===== src/fsp_pkg.sv =====
package fsp_pkg;

  // ---------------------------------------------------------------------------
  // Register offsets (software register port).
  // ---------------------------------------------------------------------------
  localparam logic [3:0] FSP_OFF_OPTIONS  = 4'h0;
  localparam logic [3:0] FSP_OFF_CONFIG   = 4'h1;
  localparam logic [3:0] FSP_OFF_PROTECT  = 4'h2;
  localparam logic [3:0] FSP_OFF_STATUS   = 4'h3;

  // ---------------------------------------------------------------------------
  // Field positions.
  // ---------------------------------------------------------------------------
  localparam int FSP_OPT_BACKDOOR_KEY_ENABLE_BIT   = 7;
  localparam int FSP_OPT_NORED_BIT   = 6;
  localparam int FSP_CFG_KEY_ACCESS_ENABLE_BIT  = 5;
  localparam int FSP_PROT_DIS_BIT    = 0;
  localparam int FSP_STAT_SEC_BIT    = 0;
  localparam int FSP_STAT_MATCH_BIT  = 1;

  // ---------------------------------------------------------------------------
  // Codes, reset values and address map.
  // ---------------------------------------------------------------------------
  localparam logic [1:0]  FSP_SEC_UNSECURED = 2'h2;
  localparam logic [7:0]  FSP_CFG_RESET     = 8'h00;
  localparam logic [15:0] FSP_KEY_BASE      = 16'hFFB0;
  localparam logic [15:0] FSP_KEY_LAST      = 16'hFFB7;
  localparam int          FSP_KEY_BYTES     = 8;
  localparam int          FSP_BLOCK_SHIFT   = 9;
  localparam logic [7:0]  FSP_BYTE_ZERO     = 8'h00;

  typedef struct packed {
    logic       wr;
    logic [15:0] addr;
    logic [7:0] data;
    logic       debug;
    logic       secure_src;
  } fsp_cpu_wr_s;

endpackage : fsp_pkg


===== src/fsp_security_top.sv =====
`timescale 1ns/1ns
// Behaviour
// (RULE_01) Options register loaded from nonvolatile byte at reset.
// (RULE_02) Software reprograms option byte, then resets.
// (RULE_03) Key enable zero forbids backdoor unsecure.
// (RULE_04) Key writes only from secured firmware.
// (RULE_05) Matching eight-byte key unsecures until reset.
// (RULE_06) Redirect disable bit turns redirection off.
// (RULE_07) Only security code 1:0 is unsecured.
// (RULE_08) Secured blocks unsecured memory access.
// (RULE_09) Key match or blank check unsecures.
// (RULE_10) Key access zero: key writes start commands.
// (RULE_11) Key access one: key writes captured.
// (RULE_12) Protection register loaded from nonvolatile byte.
// (RULE_13) Protection readable; user writes ignored.
// (RULE_14) Debug writes update protection register.
// (RULE_15) Select field sets protected boundary.
// (RULE_16) Program or erase in region rejected.
// (RULE_17) Disable bit one leaves nothing protected.
// (RULE_18) Boundary in 512-byte steps; above protected.
// (RULE_19) Software clears key access to compare.
// (RULE_20) Control registers are eight bits wide.
module fsp_security_top
  import fsp_pkg::*;
(
  // Clock and reset.
  input  wire logic                       CLK_SYS,
  input  wire logic                       NRST,
  // Nonvolatile contents.
  input  wire logic [7:0]                 NV_OPTION_BYTE,
  input  wire logic [7:0]                 NV_PROTECT_BYTE,
  input  wire logic [FSP_KEY_BYTES*8-1:0] NV_BACKDOOR_KEY,
  // Register port.
  input  wire logic [3:0]                 REG_ADDR,
  input  wire logic [7:0]                 REG_WDATA,
  input  wire logic                       REG_WR,
  input  wire logic                       REG_RD,
  input  wire logic                       REG_DEBUG,
  output logic [7:0]                      REG_RDATA,
  // Memory write path.
  input  wire fsp_cpu_wr_s                MEM_WR,
  input  wire logic                       MEM_ACCESS_REQ,
  input  wire logic                       MEM_ACCESS_UNSECURE_SRC,
  input  wire logic                       BLANK_CHECK_PASS,
  input  wire logic                       OP_REQ,
  input  wire logic [15:0]                OP_ADDR,
  output logic                            CMD_START,
  output logic [15:0]                     CMD_ADDR,
  output logic [7:0]                      CMD_DATA,
  output logic                            OP_REJECT,
  output logic                            MEM_ACCESS_BLOCK,
  // Status.
  output logic                            SECURED,
  output logic                            VECTOR_REDIRECT_EN
);

  // ---------------------------------------------------------------------------
  // Loaded state.
  // ---------------------------------------------------------------------------
  logic [7:0] options_reg;
  logic [7:0] protect_reg;
  logic [7:0] config_reg;
  logic       loaded_reg;
  logic       unsec_reg;
  logic       key_written_reg;
  logic       key_match;
  logic       key_hit;
  logic       prot_hit;
  logic       reg_wr_cfg;
  logic [1:0] sec_code;
  logic [7:0] rdata_next;

  // Option and protection bytes are caught on the first edge after release.
  always_ff @(posedge CLK_SYS or negedge NRST) begin
    if (!NRST) begin
      loaded_reg  <= 1'b0;
      options_reg <= FSP_BYTE_ZERO;
      protect_reg <= FSP_BYTE_ZERO;
    end else if (!loaded_reg) begin
      loaded_reg  <= 1'b1;
      options_reg <= NV_OPTION_BYTE; // [RULE_01]
      protect_reg <= NV_PROTECT_BYTE; // [RULE_12]
    end else if (REG_WR && REG_DEBUG && REG_ADDR == FSP_OFF_PROTECT) begin
      protect_reg <= REG_WDATA; // [RULE_13] [RULE_14]
    end
  end

  // ---------------------------------------------------------------------------
  // Configuration and key entry.
  // ---------------------------------------------------------------------------
  assign reg_wr_cfg = REG_WR && REG_ADDR == FSP_OFF_CONFIG;

  always_ff @(posedge CLK_SYS or negedge NRST) begin
    if (!NRST) begin
      config_reg <= FSP_CFG_RESET;
    end else if (reg_wr_cfg) begin
      config_reg <= REG_WDATA;
    end
  end

  assign key_hit = MEM_WR.wr && MEM_WR.addr >= FSP_KEY_BASE && MEM_WR.addr <= FSP_KEY_LAST;

  always_ff @(posedge CLK_SYS or negedge NRST) begin
    if (!NRST) begin
      key_written_reg <= 1'b0;
    end else if (key_hit && config_reg[FSP_CFG_KEY_ACCESS_ENABLE_BIT] && MEM_WR.secure_src && !MEM_WR.debug) begin
      key_written_reg <= 1'b1; // [RULE_04] [RULE_11]
    end else if (reg_wr_cfg && !REG_WDATA[FSP_CFG_KEY_ACCESS_ENABLE_BIT]) begin
      key_written_reg <= 1'b0;
    end
  end

  fsp_key_cmp u_key (
    .clk        (CLK_SYS),
    .nrst       (NRST),
    .clear      (1'b0),
    .load       (key_hit && config_reg[FSP_CFG_KEY_ACCESS_ENABLE_BIT] && MEM_WR.secure_src && !MEM_WR.debug), // [RULE_04]
    .idx        (MEM_WR.addr[2:0]),
    .data       (MEM_WR.data),
    .stored_key (NV_BACKDOOR_KEY),
    .match      (key_match)
  );

  // Unsecure latch: held until reset; key path gated by key enable.
  always_ff @(posedge CLK_SYS or negedge NRST) begin
    if (!NRST) begin
      unsec_reg <= 1'b0;
    end else if (BLANK_CHECK_PASS) begin
      unsec_reg <= 1'b1; // [RULE_09]
    end else if (reg_wr_cfg && config_reg[FSP_CFG_KEY_ACCESS_ENABLE_BIT] && !REG_WDATA[FSP_CFG_KEY_ACCESS_ENABLE_BIT]
                 && key_written_reg && key_match && options_reg[FSP_OPT_BACKDOOR_KEY_ENABLE_BIT]) begin
      unsec_reg <= 1'b1; // [RULE_03] [RULE_05] [RULE_19]
    end
  end

  assign sec_code = unsec_reg ? FSP_SEC_UNSECURED : options_reg[1:0]; // [RULE_09]

  // ---------------------------------------------------------------------------
  // Outputs.
  // ---------------------------------------------------------------------------
  assign SECURED            = loaded_reg ? (sec_code != FSP_SEC_UNSECURED) : 1'b1; // [RULE_07]
  assign VECTOR_REDIRECT_EN = loaded_reg && !options_reg[FSP_OPT_NORED_BIT]; // [RULE_06]
  assign MEM_ACCESS_BLOCK   = SECURED && MEM_ACCESS_REQ && MEM_ACCESS_UNSECURE_SRC; // [RULE_08]

  fsp_region_chk u_region (
    .prot          (protect_reg),
    .addr          (OP_ADDR),
    .protected_hit (prot_hit)
  );

  assign OP_REJECT = OP_REQ && (prot_hit || !loaded_reg); // [RULE_16]

  always_ff @(posedge CLK_SYS or negedge NRST) begin
    if (!NRST) begin
      CMD_START <= 1'b0;
      CMD_ADDR  <= 16'h0000;
      CMD_DATA  <= FSP_BYTE_ZERO;
    end else begin
      CMD_START <= MEM_WR.wr && (!key_hit || !config_reg[FSP_CFG_KEY_ACCESS_ENABLE_BIT]); // [RULE_10]
      CMD_ADDR  <= MEM_WR.addr;
      CMD_DATA  <= MEM_WR.data;
    end
  end

  always_comb begin
    rdata_next = FSP_BYTE_ZERO;
    case (REG_ADDR)
      FSP_OFF_OPTIONS: rdata_next = {options_reg[7:2], sec_code}; // [RULE_20]
      FSP_OFF_CONFIG:  rdata_next = config_reg & (8'h01 << FSP_CFG_KEY_ACCESS_ENABLE_BIT);
      FSP_OFF_PROTECT: rdata_next = protect_reg; // [RULE_13]
      FSP_OFF_STATUS:  rdata_next = {6'h00, key_match, SECURED};
      default:         rdata_next = FSP_BYTE_ZERO;
    endcase
  end

  always_ff @(posedge CLK_SYS or negedge NRST) begin
    if (!NRST) begin
      REG_RDATA <= FSP_BYTE_ZERO;
    end else begin
      REG_RDATA <= REG_RD ? rdata_next : FSP_BYTE_ZERO;
    end
  end
endmodule : fsp_security_top


===== src/fsp_key_cmp.sv =====
`timescale 1ns/1ns
module fsp_key_cmp
  import fsp_pkg::*;
(
  input  wire logic                      clk,
  input  wire logic                      nrst,
  input  wire logic                      clear,
  input  wire logic                      load,
  input  wire logic [2:0]                idx,
  input  wire logic [7:0]                data,
  input  wire logic [FSP_KEY_BYTES*8-1:0] stored_key,
  output logic                           match
);

  logic [7:0] key_reg [FSP_KEY_BYTES];
  logic [FSP_KEY_BYTES-1:0] hit;

  always_ff @(posedge clk or negedge nrst) begin
    if (!nrst) begin
      for (int i = 0; i < FSP_KEY_BYTES; i++) key_reg[i] <= FSP_BYTE_ZERO;
    end else if (clear) begin
      for (int i = 0; i < FSP_KEY_BYTES; i++) key_reg[i] <= FSP_BYTE_ZERO;
    end else if (load) begin
      key_reg[idx] <= data;
    end
  end

  // Byte i of the key sits at address base+i; all eight bytes are compared at once.
  always_comb begin
    for (int i = 0; i < FSP_KEY_BYTES; i++) hit[i] = (key_reg[i] == stored_key[i*8 +: 8]);
  end

  assign match = &hit;

endmodule : fsp_key_cmp


===== src/fsp_region_chk.sv =====
`timescale 1ns/1ns
module fsp_region_chk
  import fsp_pkg::*;
(
  input  wire logic [7:0]  prot,
  input  wire logic [15:0] addr,
  output logic             protected_hit
);

  logic [15:0] boundary;

  // The select field gives the last unprotected 512-byte block.
  assign boundary      = {prot[7:1], {FSP_BLOCK_SHIFT{1'b1}}};
  assign protected_hit = !prot[FSP_PROT_DIS_BIT] && (addr > boundary); // [RULE_15] [RULE_17] [RULE_18]

endmodule : fsp_region_chk


===== config.mk =====
export PLATFORM = sky130hd
export DESIGN_NAME = fsp_security_top
export DESIGN_NICKNAME = d
export VERILOG_FILES = /design/src/fsp_pkg.sv /design/src/fsp_security_top.sv /design/src/fsp_key_cmp.sv /design/src/fsp_region_chk.sv
export SDC_FILE = /design/constraint.sdc
export NUM_CORES = 1
export LEC_CHECK = 0
export BUFFER_PORTS_ARGS = -buffer_cell sky130_fd_sc_hd__buf_2
export CORE_MARGIN = 4
export CORE_UTILIZATION = 35
export CTS_CLUSTER_DIAMETER = 100
export DETAILED_ROUTE_END_ITERATION = 12
export PLACE_DENSITY_LB_ADDON = 0.05
export SYNTH_ARGS = -nofsm -noshare
export SYNTH_HDL_FRONTEND = slang
export SYNTH_HIERARCHICAL = 1
export SYNTH_SLANG_ARGS = --single-unit
export TNS_END_PERCENT = 30

===== constraint.sdc =====
create_clock -name CLK_SYS -period 2.3 [get_ports CLK_SYS]
set_input_delay 0.115 -clock CLK_SYS [delete_from_list [all_inputs] [get_ports CLK_SYS]]
set_output_delay 0.115 -clock CLK_SYS [all_outputs]
set_load 0.01 [all_outputs]

==> results of run 1 <==
## worst reg2reg max path: cells and delay by family, from the launching register on
family	cells	cell delay (ns)
xor+xnor	1	0.15
flops	1	0.39
compound gates	1	0.16
simple gates	4	0.89
mux	1	0.13
buf+inv	2	0.37
## power groups by stage
stage               Combinational, W  Sequential, W  Clock [W]
global route                0.000604        0.00216    0.00299
global placement            0.000466        0.00219          0
floorplan                   0.000193        0.00219          0
CTS                         0.000539        0.00216    0.00289
detailed placement          0.000474        0.00219          0
finish                      0.000543        0.00216    0.00284
## worst min-delay path by stage
stage	from	endpoint	slack [ns]
floorplan	NRST	CMD_ADDR[0]$_DFF_PN0_	-0.18
global placement	NRST	u_key/key_reg[8]$_DFFE_PN0P_	0.15
detailed placement	NRST	u_key/key_reg[8]$_DFFE_PN0P_	0.15
CTS	REG_WDATA[5]	config_reg[5]$_DFFE_PN0N_	0.01
global route	REG_WDATA[5]	config_reg[5]$_DFFE_PN0N_	0.02
finish	REG_WDATA[5]	config_reg[5]$_DFFE_PN0N_	0.03
## stage by stage
step / setup WS (ns) / cells / TNS [ns]
final: 0.130 / 1022 / 0
after global routing: 0.00376 / 1022 / 0
after CTS: -0.00828 / 1018 / -0.00828
after detailed placement: -0.175 / 940 / -0.974
after global placement: -0.210 / 940 / -0.351
after floorplan: 0.461 / 562 / 0
## routing by layer
layer	share of wire	track usage	vias up	wire, µm
met3	0.066	0.0559	22	1150
met2	0.47	0.315	183	8210
met1	0.45	0.276	2378	7860
met5	0	0	-	0
met4	0.012	0.0491	0	202
li1	-	-	2379	-
## synthesized netlist by cell type, drive strengths merged
library cell,count
nand2,135
mux2i,6
a31oi,8
a21oi,72
ha,7
a21boi,1
dfrtp,117
nand3,9
a32o,1
and3,3
inv,10
nand3b,2
mux2,10
nand4b,1
a21o,2
nand2b,3
nor3,3
conb,2
or4,1
or3b,1
nand4,12
or3,1
buf,6
clkbuf,17
nor4,19
o21a,2
and3b,1
a311oi,1
o211a,1
nor2b,5
nor2,25
nor3b,2
o2bb2ai,1
o21ai,10
o211ai,1
xor2,64
## cell type report
cell class / count / area (µm²) / share of cell area
clock buffer: 23 / 488 / 0.0624
multi-input combinational: 412 / 2470 / 0.316
sequential: 117 / 2930 / 0.375
timing repair buffer: 240 / 1480 / 0.190
tap: 211 / 264 / 0.0338
clock inverter: 9 / 148 / 0.0189
inverter: 10 / 37.5 / 0.00480
## logic make-up (layout without fill, tap and decap cells)
| group | after synthesis | after routing | share of synthesized area |
|---|---|---|---|
| simple gates | 223 | 223 | 0.189 |
| flops | 117 | 117 | 0.536 |
| compound gates | 100 | 100 | 0.0995 |
| xor+xnor | 64 | 64 | 0.103 |
| buf+inv | 33 | 282 | 0.0234 |
| mux | 16 | 16 | 0.0316 |
| fa+ha+maj | 7 | 7 | 0.0160 |
| other cells | 2 | 2 | 0.00138 |
## what timing repair did
item,4_1_cts,5_1_grt
buffers inserted,0,4
endpoints found under the hold margin,78,0
hold buffers,46,0
gates resized for setup,3,12
endpoints found under the setup margin,10,66
pin swaps,0,4
==> flow_metrics.py, run 1 <==
metrics = {
    "run_status": {
        "status": "finished clean",
    },
    "die": {
        "num_rows": 45,
        "start_util": 0.358,
        "die_area_um2": 17700,
        "die_w_um": 133,
        "fp.coreArea_um2": 15300,
        "die_h_um": 133,
        "io_pins": 181,
    },
    "synth": {
        "netlist.area_leader.share": 0.536,
        "yosys_warnings": 6,
        "ys_top_cells_by_area": "dfrtp_1, xor2_1, nand2_1",
        "ys_seq_area_frac": 0.536,
        "synth-seq-cells": 117,
        "synth_area_leader_cell": "dfrtp_1",
        "synth_nets": 713,
        "netlist_instances": 562,
        "synth.distinct_cells": 41,
        "netlist_area_um2": 5460,
        "avgSynthCellArea_um2": 9.71,
    },
    "critical_path": {
        "critPathKind": "reg2reg",
        "cp.depth": 9,
        "cp_top_family": "simple AND/OR/NAND/NOR gates",
        "reg2reg_from": "u_key/key_reg[18]$_DFFE_PN0P_",
        "r2r_end": "REG_RDATA[1]$_DFF_PN0_",
        "critPathSlowestCell": "nor4_2",
        "crit_path_end": "REG_RDATA[1]$_DFF_PN0_",
        "cp.required_ns": 2.63,
        "startpoint": "u_key/key_reg[18]$_DFFE_PN0P_",
        "cp.arrival_ns": 2.50,
        "path_cells": "xor2_1 -> nor4_2 -> buf_4 -> nand4_1 -> nor4_2 -> buf_4 -> mux2_2 -> nand2_1 -> a21boi_0",
        "startpoint_type": "flop",
        "r2r_cells": 9,
        "crit_path_max_fanout": 2,
        "crit_buf_inv": 2,
        "endpoint_kind": "flop",
        "regToRegSetupSlack_ns": 0.13,
        "cp_slowest_stage_delay_ns": 0.43,
    },
    "power_and_ir_drop": {
        "peakVddDrop_mv": 0.485,
        "power_density_nw_per_um2": 708,
        "power.internal_w": 0.00430,
        "total_power_w": 0.00554,
        "power.share.switching": 0.224,
        "p_clk_frac": 0.513,
        "pwr-share-comb": 0.098,
        "power.leakage_nw": 3.70,
        "power_frac_seq": 0.389,
        "switchingPower_w": 0.00124,
    },
    "detailed_routing": {
        "drt-wirelength-per-cell_um": 17.1,
        "drcViolationCount": 0,
        "ant_nets": 0,
        "routed_wl_mm": 17.4,
        "vias": 4962,
        "firstDrtPassIters": 4,
        "drt_iter0_markers": 319,
        "post_drt_via_cell_ratio": 4.86,
    },
    "global_routing": {
        "grt_first_pass_wirelength_mm": 27.5,
        "grt_pass1_vias": 5001,
        "grt_max_degree": 65,
        "antenna_found_initial": 0,
        "grt_use_total": 0.201,
        "grt_overflow": 0,
    },
    "placed_design": {
        "place_area_um2": 6620,
        "hpwl_mm": 12.2,
        "portBuffers": 180,
        "place.gp.congestion": 0.757,
    },
    "clock_network": {
        "clk_pin_slew_ns": 0.06,
        "clock-sinks": 117,
        "clkLatencyLatePin_ns": 0.41,
        "cts_root_buf": "clkbuf_16",
        "numCtsBuffers": 17,
        "tritoncts": "done",
        "ctsHtreeMaxLevel": 4,
        "clockBufferDepth": 2,
    },
    "finish": {
        "utilization": 0.512,
        "final_cell_mix": "buf_2, nand2_1, dfrtp_1",
        "drive_above_1_share": 0.309,
        "largest_reg_flops": 64,
        "final_common_cell": "buf_2",
        "area_growth_pct": 43.2,
        "fillers": 1447,
        "antenna_cells": 0,
        "nets": 949,
        "design_area_um2": 7820,
    },
    "sta": {
        "fin_crit_ns": 2.17,
        "final-setup-viol-count": 0,
        "fmax_mhz": 461,
        "whs_ns": 0.0292,
        "maxSlewViolCount": 0,
        "rsz0062_at_grt": "no",
        "skew_ns": 0.00632,
        "slew_headroom": 0.368,
        "min_period_over_period": 0.943,
        "worstMarginPinSlew_ns": 0.946,
        "hold_viol": 0,
    },
    "flow_run": {
        "maxCapViolCount": 0,
    },
    "min_path": {
        "hold_depth": 2,
        "hold_path_class": "in2reg",
    },
}
Note: power is estimated with default switching activity, not from simulation.
==> inputs of run 2 (changes only) <==
--- a/config.mk
+++ b/config.mk
@@ -11,5 +11,5 @@
 export CTS_CLUSTER_DIAMETER = 100
 export DETAILED_ROUTE_END_ITERATION = 12
-export PLACE_DENSITY_LB_ADDON = 0.05
+export PLACE_DENSITY = 0.57
 export SYNTH_ARGS = -nofsm -noshare
 export SYNTH_HDL_FRONTEND = slang
==> constraint.sdc (replaced) <==
create_clock -name CLK_SYS -period 2.3 [get_ports CLK_SYS]
set_input_delay 0.115 -clock CLK_SYS [delete_from_list [all_inputs] [get_ports CLK_SYS]]
set_output_delay 0.115 -clock CLK_SYS [all_outputs]
set_load 0.1 [all_outputs]
==> flow_metrics.py, run 2 (synthesized netlist as in run 1, its figures left out) <==
metrics = {
    "run_status": {
        "status": "finished clean",
    },
    "die": {
        "num_rows": 45,
        "fp.coreArea_um2": 15300,
        "die_area_um2": 17700,
        "die_h_um": 133,
        "start_util": 0.358,
        "io_pins": 181,
        "die_w_um": 133,
    },
    "placed_design": {
        "portBuffers": 180,
        "place.gp.congestion": 0.831,
        "hpwl_mm": 12.4,
        "place_area_um2": 6630,
    },
    "power_and_ir_drop": {
        "power_density_nw_per_um2": 706,
        "power.leakage_nw": 3.69,
        "total_power_w": 0.00548,
        "peakVddDrop_mv": 0.487,
    },
    "critical_path": {
        "startpoint": "u_key/key_reg[16]$_DFFE_PN0P_",
        "critPathSlowestCell": "nor4_2",
        "endpoint_kind": "flop",
        "cp_slowest_stage_delay_ns": 0.42,
        "cp.arrival_ns": 2.52,
        "cp.required_ns": 2.63,
        "r2r_end": "REG_RDATA[1]$_DFF_PN0_",
        "critPathKind": "reg2reg",
        "startpoint_type": "flop",
        "regToRegSetupSlack_ns": 0.11,
        "cp_top_family": "simple AND/OR/NAND/NOR gates",
        "path_cells": "xor2_1 -> nor4_2 -> buf_4 -> nand4_1 -> nor4_4 -> buf_4 -> mux2_2 -> nand2_1 -> a21boi_0",
        "reg2reg_from": "u_key/key_reg[16]$_DFFE_PN0P_",
        "path_common_cell": "buf_4",
        "crit_path_max_fanout": 2,
        "r2r_cells": 9,
        "crit_buf_inv": 2,
    },
    "flow_run": {
        "maxCapViolCount": 0,
    },
    "global_routing": {
        "grt_max_degree": 65,
        "grt_pass1_vias": 5151,
        "grt_first_pass_wirelength_mm": 26.7,
        "grt_use_total": 0.195,
        "antenna_found_initial": 0,
        "grt_overflow": 0,
    },
    "sta": {
        "hold_viol": 0,
        "min_period_over_period": 0.953,
        "final-setup-viol-count": 0,
        "worstMarginPinSlew_ns": 0.594,
        "rsz0062_at_grt": "yes",
        "fin_crit_ns": 2.19,
        "fmax_mhz": 456,
        "slew_headroom": 0.603,
        "skew_ns": 0.00507,
        "whs_ns": 0.0261,
        "maxSlewViolCount": 0,
    },
    "clock_network": {
        "clkLatencyLatePin_ns": 0.41,
        "numCtsBuffers": 17,
        "clock-sinks": 117,
        "clockBufferDepth": 2,
        "cts_root_buf": "clkbuf_16",
        "clk_pin_slew_ns": 0.05,
        "ctsHtreeMaxLevel": 4,
        "tritoncts": "done",
    },
    "min_path": {
        "hold_path_class": "in2reg",
        "hold_start": "REG_WDATA[3]",
        "holdPathEnd": "protect_reg[3]$_DFFE_PN0P_",
        "hold_depth": 3,
    },
    "finish": {
        "largest_reg_flops": 64,
        "final_common_cell": "buf_2",
        "design_area_um2": 7760,
        "area_growth_pct": 42.3,
        "final_cell_mix": "buf_2, nand2_1, dfrtp_1",
        "antenna_cells": 0,
        "fillers": 1424,
        "regArea_um2": 2930,
        "nets": 948,
        "multiInputGateArea_um2": 2460,
        "drive_above_1_share": 0.305,
    },
    "detailed_routing": {
        "drt-wirelength-per-cell_um": 16.9,
        "drt_iter0_markers": 276,
        "firstDrtPassIters": 5,
        "post_drt_via_cell_ratio": 4.83,
        "drcViolationCount": 0,
        "vias": 4936,
        "ant_nets": 0,
        "routed_wl_mm": 17.2,
    },
}
-- run 2: worst register-to-register path: stages (launching register included) --
cell      delay [ns]
dfrtp_1         0.39
xor2_1          0.16
nor4_2          0.42
buf_4           0.18
nand4_1         0.13
nor4_4          0.32
buf_4           0.16
mux2_2          0.13
nand2_1         0.05
a21boi_0        0.17
-- run 2: metal layers --
layer / vias up / track usage / share of wire
met5: - / 0 / 0
met4: 0 / 0.0612 / 0.012
met3: 19 / 0.0479 / 0.063
met2: 183 / 0.336 / 0.52
met1: 2362 / 0.242 / 0.41
li1: 2372 / - / -
-- run 2: final cells by class --
type	instances	area share
inverter	10	0.00483
sequential	117	0.377
clock buffer	23	0.0616
clock inverter	9	0.0131
multi-input combinational	412	0.317
timing repair buffer	239	0.192
tap	211	0.0340
-- run 2: repair_timing --
action | 4_1_cts | 5_1_grt
hold buffers | 47 | 0
hold endpoints to repair | 82 | 0
pin swaps | 0 | 3
gates resized for setup | 4 | 10
endpoints found under the setup margin | 10 | 59
setup buffers | 0 | 2
-- run 2: per-stage QoR --
step	setup WS, ns	setup TNS [ns]	util	cells
2_1_floorplan	0.191	0	-	562
3_3_place_gp	-0.0198	-0.0198	0.434	940
3_5_place_dp	-0.0830	-0.0953	0.434	940
4_1_cts	0.000114	0	0.504	1019
5_1_grt	-0.0151	-0.0151	0.509	1021
6_report	0.108	0	0.509	1021
-- run 2: report_power, final --
group | internal [W] | switching, W | leakage [nW]
sequential | 0.00212 | 0.0000335 | 1.53
combinational | 0.000264 | 0.000497 | 1.88
clock | 0.00167 | 0.000901 | 0.287
-- run 2: worst max path at each step --
stage	end	slack (ns)	cells after the start
2_1_floorplan	MEM_ACCESS_BLOCK	0.19	3
3_3_place_gp	REG_RDATA[1]$_DFF_PN0_	-0.02	9
3_5_place_dp	REG_RDATA[1]$_DFF_PN0_	-0.08	9
4_1_cts	REG_RDATA[1]$_DFF_PN0_	0.0001	9
5_1_grt	OP_REJECT	-0.02	7
6_report	REG_RDATA[1]$_DFF_PN0_	0.11	9
